$ cat src/rtl/scd_cfg.svh
// Purpose: offsets, field positions, reset values for the clock divider / gating select block
// Assumes: 32-bit register port with byte addresses
// Notes:   definitions only
`ifndef SCD_CFG_SVH
`define SCD_CFG_SVH

// ----------------------------------------
// register offsets
// ----------------------------------------
`define SCD_RUN_CFG_OFS     8'h60
`define SCD_COMP_CFG_OFS    8'h70
`define SCD_STATUS_OFS      8'h74

// ----------------------------------------
// run_clock_config_reg fields
// ----------------------------------------
`define SCD_RSVD_HI         31
`define SCD_RSVD_LO         28
`define SCD_ACG_BIT         27
`define SCD_DIV_HI          26
`define SCD_DIV_LO          23
`define SCD_USEDIV_BIT      22
`define SCD_SKIP_BIT        11

// ----------------------------------------
// companion_clock_config_reg fields
// ----------------------------------------
`define SCD_OVR_BIT         31
`define SCD_ALT_HI          26
`define SCD_ALT_LO          23

// ----------------------------------------
// reset values
// ----------------------------------------
`define SCD_ACG_RST         1'h0
`define SCD_DIV_RST         4'hF
`define SCD_USEDIV_RST      1'h0
`define SCD_SKIP_RST        1'h1
`define SCD_OVR_RST         1'h0
`define SCD_ALT_RST         4'hF
`define SCD_RSVD_VAL        4'h0

`endif

$ cat src/rtl/scd_pkg.sv
// Purpose: types for the clock divider / gating select block
// Assumes: nothing
// Notes:   one-hot power mode codes
package scd_pkg;

    typedef enum logic [2:0] {
        SCD_RUN   = 3'b001,
        SCD_SLEEP = 3'b010,
        SCD_DEEP  = 3'b100
    } scd_mode_t;

    typedef logic [3:0] scd_div_t;

endpackage

$ cat src/rtl/scd_clock_ctrl.sv
// Purpose: run-mode clock config upper fields: gating set select and system divider
// Assumes: single 20 MHz clk, synchronous active-high rst, inputs synchronous to clk
// Notes:   divided system clock is a one-cycle enable pulse, sysClkEn
`timescale 1ns/1ps
`include "scd_cfg.svh"

module scd_clock_ctrl
    import scd_pkg::*;
(
    input  wire logic        clk,
    input  wire logic        rst,
    input  wire logic [7:0]  regAddr,
    input  wire logic [31:0] regWdata,
    input  wire logic        regWr,
    input  wire logic        regRd,
    output logic      [31:0] regRdata,
    input  wire logic        sleepReq,
    input  wire logic        deepSleepReq,
    input  wire logic [3:0]  minDivisorLimit,
    input  wire logic [31:0] runGating,
    input  wire logic [31:0] sleepGating,
    input  wire logic [31:0] deepSleepGating,
    output logic      [31:0] periphClkEn,
    output logic             sysClkEn,
    output logic             sysSrcOsc,
    output logic             divActive,
    output logic      [3:0]  curDivisor
);

    // ----------------------------------------
    // register state
    // ----------------------------------------
    logic      autoGate_r;
    scd_div_t  system_divisor_field_r;
    logic      useDiv_r;
    logic      pllSkip_r;
    logic      ovr_r;
    scd_div_t  altDiv_r;
    scd_mode_t mode_r;
    scd_mode_t mode_nxt;
    logic [31:0] gate_r;
    logic [31:0] gate_nxt;
    logic [31:0] rdata_r;
    logic [31:0] rdata_nxt;
    scd_div_t  cnt_r;
    scd_div_t  cnt_nxt;
    scd_div_t  curDiv_r;
    logic      divAct_r;

    // ----------------------------------------
    // address decode
    // ----------------------------------------
    wire selRun  = (regAddr == `SCD_RUN_CFG_OFS);
    wire selComp = (regAddr == `SCD_COMP_CFG_OFS);
    wire selStat = (regAddr == `SCD_STATUS_OFS);
    wire wrRun   = regWr && selRun;
    wire wrComp  = regWr && selComp;

    wire [31:0] runWord  = {`SCD_RSVD_VAL, autoGate_r, system_divisor_field_r, useDiv_r, 10'h000,
                            pllSkip_r, 11'h000};
    wire [31:0] compWord = {ovr_r, 4'h0, altDiv_r, 23'h000000};
    wire [31:0] statWord = {21'h000000, mode_r, divAct_r, pllSkip_r, 2'h0, curDiv_r};

    always_comb begin
        if (!regRd) begin
            rdata_nxt = 32'h00000000;
        end else if (selRun) begin
            rdata_nxt = runWord;
        end else if (selComp) begin
            rdata_nxt = compWord;
        end else if (selStat) begin
            rdata_nxt = statWord;
        end else begin
            rdata_nxt = 32'h00000000;
        end
    end

    always_ff @(posedge clk) begin
        if (rst) begin
            autoGate_r <= `SCD_ACG_RST;
            system_divisor_field_r   <= `SCD_DIV_RST;
            useDiv_r   <= `SCD_USEDIV_RST;
            pllSkip_r  <= `SCD_SKIP_RST;
        end else if (wrRun) begin
            autoGate_r <= regWdata[`SCD_ACG_BIT];
            system_divisor_field_r   <= regWdata[`SCD_DIV_HI:`SCD_DIV_LO];
            useDiv_r   <= regWdata[`SCD_USEDIV_BIT];
            pllSkip_r  <= regWdata[`SCD_SKIP_BIT];
        end
    end

    always_ff @(posedge clk) begin
        if (rst) begin
            ovr_r    <= `SCD_OVR_RST;
            altDiv_r <= `SCD_ALT_RST;
        end else if (wrComp) begin
            ovr_r    <= regWdata[`SCD_OVR_BIT];
            altDiv_r <= regWdata[`SCD_ALT_HI:`SCD_ALT_LO];
        end
    end

    always_ff @(posedge clk) begin
        if (rst) begin
            rdata_r <= 32'h00000000;
        end else begin
            rdata_r <= rdata_nxt;
        end
    end

    // ----------------------------------------
    // gating set selection
    // ----------------------------------------
    // deep sleep takes priority if both requests are high
    assign mode_nxt = deepSleepReq ? SCD_DEEP : (sleepReq ? SCD_SLEEP : SCD_RUN);

    always_comb begin
        case (mode_r)
            SCD_SLEEP: gate_nxt = autoGate_r ? sleepGating : runGating;
            SCD_DEEP:  gate_nxt = autoGate_r ? deepSleepGating : runGating;
            default:   gate_nxt = runGating;
        endcase
    end

    // enables are registered so a mode or select change only lands on a clk edge
    always_ff @(posedge clk) begin
        if (rst) begin
            mode_r <= SCD_RUN;
            gate_r <= 32'h00000000;
        end else begin
            mode_r <= mode_nxt;
            gate_r <= gate_nxt;
        end
    end

    // ----------------------------------------
    // system divider
    // ----------------------------------------
    function automatic scd_div_t effDivisor(input logic ovr, input scd_div_t alt,
                                            input scd_div_t div, input logic skip,
                                            input scd_div_t minLim);
        scd_div_t d;
        d = ovr ? alt : div;
        if (!skip && (d < minLim)) begin
            d = minLim;
        end
        return d;
    endfunction

    wire       terminal  = (cnt_r == 4'h0);
    wire       newActive = useDiv_r || !pllSkip_r;
    wire [3:0] newDiv    = effDivisor(ovr_r, altDiv_r, system_divisor_field_r, pllSkip_r, minDivisorLimit);

    // divide by value+1; new settings load only at the end of a period, so no runt pulse
    assign cnt_nxt = terminal ? (newActive ? newDiv : 4'h0) : (cnt_r - 4'h1);

    always_ff @(posedge clk) begin
        if (rst) begin
            cnt_r    <= 4'h0;
            curDiv_r <= 4'h0;
            divAct_r <= 1'b0;
        end else begin
            cnt_r <= cnt_nxt;
            if (terminal) begin
                curDiv_r <= newActive ? newDiv : 4'h0;
                divAct_r <= newActive;
            end
        end
    end

    assign sysClkEn    = terminal;
    assign regRdata    = rdata_r;
    assign periphClkEn = gate_r;
    assign sysSrcOsc   = pllSkip_r;
    assign divActive   = divAct_r;
    assign curDivisor  = curDiv_r;
endmodule

$ cat config.mk
export PLATFORM = sky130hd
export DESIGN_NAME = scd_clock_ctrl
export DESIGN_NICKNAME = d
export VERILOG_FILES = /design/src/rtl/scd_pkg.sv /design/src/rtl/scd_clock_ctrl.sv
export VERILOG_INCLUDE_DIRS = /design/src /design/src/rtl
export SDC_FILE = /design/constraint.sdc
export NUM_CORES = 1
export LEC_CHECK = 0
export ABC_AREA = 1
export BUFFER_PORTS_ARGS = -buffer_cell sky130_fd_sc_hd__buf_2
export CORE_AREA = 2 2 99 101
export DETAILED_ROUTE_END_ITERATION = 8
export DIE_AREA = 0 0 101 103
export PLACE_DENSITY = 0.7
export SLEW_MARGIN = 10
export SYNTH_ARGS = -nofsm -noshare
export SYNTH_HDL_FRONTEND = slang
export SYNTH_SLANG_ARGS = --single-unit
$ cat constraint.sdc
create_clock -name clk -period 1.9 [get_ports clk]
set_input_delay 0.475 -clock clk [delete_from_list [all_inputs] [get_ports clk]]
set_output_delay 0.475 -clock clk [all_outputs]
set_load 0.02 [all_outputs]
; ---- Word level (Yosys, flattened, before mapping)
; Cells that the tools add are included.
[word_totals]
wordCells = 48
regBits = 88
inputBits = 146
[op_classes]
muxes = 12
addsub = 1
bitwise_logic = 2
reduce_logical = 11
eq_ne = 5
order_cmp = 1
[ops]
columns = operator, n
row1 = 32-bit two-way mux, 3
row2 = 32-bit one-hot mux with 2 select lines, 1
row3 = 28-bit two-way mux, 1
row4 = "8-bit by 7-bit == test with 1-bit output, second input constant", 3
row5 = 4-bit two-way mux, 4
row6 = 11-bit two-way mux, 1
row7 = 5-bit OR reduction, 1
row8 = 4-bit zero test, 1
row9 = 4-bit < comparator, 1
row10 = 2-bit OR reduction, 2
row11 = 4-bit OR reduction, 1
row12 = "4-bit by 1-bit subtractor with 4-bit output, second input constant", 1
row13 = "3-bit by 2-bit == test with 1-bit output, second input constant", 1
row14 = "3-bit == test, second input constant", 1
row15 = 1-bit logical AND, 3
row16 = 3-bit two-way mux, 1
row17 = 3-bit OR reduction, 1
row18 = 2-bit two-way mux, 1
row19 = 1-bit inverter, 2
row20 = 1-bit zero test, 1
row21 = 1-bit logical OR, 1

; ---- Logic depth before layout (Yosys ltp)
[logic_depth]
depth_word = 6
ltp_mapped = 12
depth_no_buf = 12

; ---- Worst setup path before layout
; OpenSTA, ideal clock, no wires.
[synth_path]
kind = register to register
start = register ovr_r
end = register cnt_r[2]
path_stages_with_launch = 13
path_buffers = 0
arrival_time_ps = 1598
synth_period_minus_slack_ps = 1668
slack_ps = 232
setup_time_ps = 70
path_cell_list = dfxtp_1 -> inv_2 -> or2_2 -> o21ai_0 -> inv_1 -> ha_1 -> nand2_1 -> nand2_2 -> nand2_4 -> nand2_4 -> nand2_1 -> nand3_2 -> a21oi_1
[synth_between]
elab_chain_len = 6
[synth_rtl]
columns = item, line
row1 = from (decl), scd_clock_ctrl.sv:37  ; logic ovr_r;
row2 = from (signal assigned), scd_clock_ctrl.sv:94  ; ovr_r <= `SCD_OVR_RST;
row3 = from (signal assigned), scd_clock_ctrl.sv:97  ; ovr_r <= regWdata[`SCD_OVR_BIT];
row4 = 4-bit two-way mux *, scd_clock_ctrl.sv:142  ; d = ovr ? alt : div;
row5 = 4-bit < comparator, scd_clock_ctrl.sv:143  ; if (!skip && (d < minLim)) begin
row6 = 1-bit logical AND, scd_clock_ctrl.sv:143
row7 = 4-bit two-way mux *, scd_clock_ctrl.sv:143
row8 = 4-bit two-way mux * (2 in a row), scd_clock_ctrl.sv:154  ; assign cnt_nxt = terminal ? (newActive ? newDiv : 4'h0) : (cnt_r - 4'h1);
row9 = to (signal assigned), scd_clock_ctrl.sv:162  ; cnt_r <= cnt_nxt;
row10 = to (decl), scd_clock_ctrl.sv:45  ; scd_div_t cnt_r;
; Mark *: on every way between the ends. The rest lies on a longest branch, timed or not.
; A chain may end at the register's enable or synchronous reset.

; ---- Final worst setup path
[layout_path]
start = register cnt_r[0]
end = output sysClkEn
[layout_between]
elab_chain_len = 1
[layout_rtl]
columns = item, line
row1 = 4-bit zero test, scd_clock_ctrl.sv:149  ; wire terminal = (cnt_r == 4'h0);
row2 = to (decl), scd_clock_ctrl.sv:24  ; output logic sysClkEn,
; Every way passes these cells.

==> metrics.txt <==
max-slew violations=0; Synth area leaders=dfxtp_1 40%, nand2_1 13%, a21oi_1 10%; Fin Hold WS=0.300 ns; status=finished, final reports clean; wire per inst=13.5 µm; core region area=0.00946 mm²; sequential share of the synthesized area=40.2%; CTS Buf Count=9; Fill cells=970; Yosys top cell by area=dfxtp_1; hold path depth=2; Setup violations, final=0; clock share of power=32.2%; final WL=10700 µm; clk_lat worst skew=0.35 ns; R2R depth=12; CTS tree=built; Syn. warnings=0; Setup crit end kind=primary output; FP Rows=36; top_reg_cell synth=dfxtp_1; I/O pin total=217; Setup Crit Path Kind=flop to primary output; Max-Cap Viols=0; Worst-path clk slew=0.08 ns; top-count cell post-synth=nand2_1; ant diodes=0; synthesized flop and latch total=73; number of flops mapped to enable cells by yosys=0; initial antenna violation count=0; initial cell density of the core=38.4%; Max VDD drop=0.000399 V; Net Switching=1110 µW; first-pass GRT wire length=15700 µm; CTS Buffer Depth=2; Port Buffer Count=177; final worst path period share=94.8%; H-tree levels=3; gp weighted congestion=0.872; largest net degree at the start of global routing=65; fraction of layout cells with a size suffix above 1=33.6%; most frequent cells after synthesis=129 x nand2_1, 73 x a21oi_1, 73 x dfxtp_1, 54 x nor2_1, 40 x inv_1; first drt pass iteration count=5; total gr overflow=0; DP HPWL=7720 µm; TritonCTS Sinks=73; Hold Violations, Final=0; top-area cell type share of the netlist area=40.2%; fmax=555 MHz; vias in the first global route=3366; startpoint types=flop; via count=3996; cts hold-fix bufs=0; Die Wd=101 µm; combinational fraction of design power=20.9%; die span in y=103 µm; Max Clock Skew=0.00343 ns; Pwr Density=741 mW/mm²; Core Util, Final=50.2%; synth unique cells=30; Worst Path Required=1.42 ns; Internal Pwr Total=2410 µW; DR vias/cell=5.04; Post-Syn Area per Cell=7.17 µm²; Sw Share=31.5%; leak pwr=0.00232 µW; asr flop ratio synth=0%; worst min path class=input pin to flop; Reg power frac=46.9%; DR DRC count=0; Routed Antenna Nets=0; die area=0.0104 mm²; Crit Path Max Fanout=4; Root Buffer=clkbuf_8; GRT Total Usage=19.1%; Layout Nets=824; Syn Std Cell Area=0.00363 mm²; Area Growth Syn to Fin=30.6%; min Tclk post-route=1.80 ns; Gate Count Post-Synth=507; crit path DAT=1.33 ns; initial DRC count=139
flip-flops by register name, summed over array words and instances (netlist names), 3 cells and up:
name and count:
periphClkEn 32, regRdata 17, altDiv_r 4, cnt_r 4, curDivisor 4, system_divisor_field_r 4
mode_r 3
critical path, cell delays in order (launching register included):
cell and delay [ns]:
dfxtp_1 0.32, inv_1 0.07, ha_1 0.18, nand2_2 0.09, nor2_4 0.13, buf_2 0.18
power by group through the flow:
stage	logic, µW	registers, µW	clock network (µW)
floorplan	415	1740	0
global placement	705	1680	0
detailed placement	729	1690	0
CTS	738	1650	1150
global route	822	1660	1220
finish	735	1650	1130
area by class of cell:
type / instances / area (µm²) / area share, %
clock inverter: 6 / 42.5 / 0.896
sequential: 73 / 1470 / 30.9
clock buffer: 10 / 138 / 2.90
tap: 114 / 143 / 3.00
timing repair buffer: 185 / 971 / 20.5
inverter: 44 / 165 / 3.48
multi-input combinational: 361 / 1820 / 38.4
final timing paths:
path	startpoint	end	slack, ns
setup / recovery	cnt_r[0]	sysClkEn	0.1
hold / removal	deepSleepReq	mode_r[1]	0.30
hold reg to reg	curDivisor[3]	regRdata[3]	0.46
setup reg to reg	ovr_r	cnt_r[2]	0.11
layer usage:
| metal | routed length [µm] | vias up | GRT usage, % |
|---|---|---|---|
| li1 | - | 1993 | - |
| met1 | 4590 | 1811 | 23.7 |
| met2 | 5190 | 175 | 32.5 |
| met3 | 696 | 17 | 4.27 |
| met4 | 190 | 0 | 7.48 |
| met5 | 0 | - | 0 |
cells in the final DEF (no fill, tap or decap), types with 3 or more instances in the layout:
| master | synthesis | layout |
|---|---|---|
| nand2_2 | 3 | 3 |
| inv_1 | 40 | 40 |
| nand3_1 | 10 | 10 |
| dfxtp_1 | 73 | 71 |
| ha_1 | 4 | 4 |
| or2_2 | 3 | 3 |
| a21oi_1 | 73 | 73 |
| buf_2 | 22 | 177 |
| o21ai_0 | 12 | 10 |
| nand3_2 | 6 | 6 |
| o211ai_1 | 7 | 7 |
| nand2_1 | 129 | 129 |
| nor2_1 | 54 | 54 |
| a311oi_1 | 31 | 31 |
| inv_2 | 4 | 4 |
| buf_4 | 15 | 6 |
| clkbuf_8 | 0 | 10 |
| conb_1 | 1 | 15 |
timing repair:
item / 4_1_cts / 5_1_grt
setup endpoints to repair: 0 / 8
gates resized for setup: 0 / 6
buffers inserted: 0 / 1
through the flow:
stage | setup TNS (ns) | total power (µW) | area (µm²) | instances | setup WS [ns]
4_1_cts | 0 | 3540 | 4730 | 792 | 0.0137
2_1_floorplan | 0 | 2160 | 3690 | 521 | 0.232
5_1_grt | -0.0234 | 3700 | 4750 | 793 | -0.0128
3_3_place_gp | 0 | 2390 | 4550 | 776 | 0.103
6_report | 0 | 3520 | 4750 | 793 | 0.0991
3_5_place_dp | 0 | 2420 | 4550 | 776 | 0.0371
logic make-up (layout without fill, tap and decap cells):
logic type	after synthesis	count (layout)	synth area share, %
other	1	15	0.103
buffers and inverters	87	245	11.3
and+or+nand+nor	213	213	24.9
adders and majority gates	4	4	1.38
AOI/OAI and AO/OA	129	129	22.1
DFF	73	73	40.2
(Power assumes the default switching activity.)
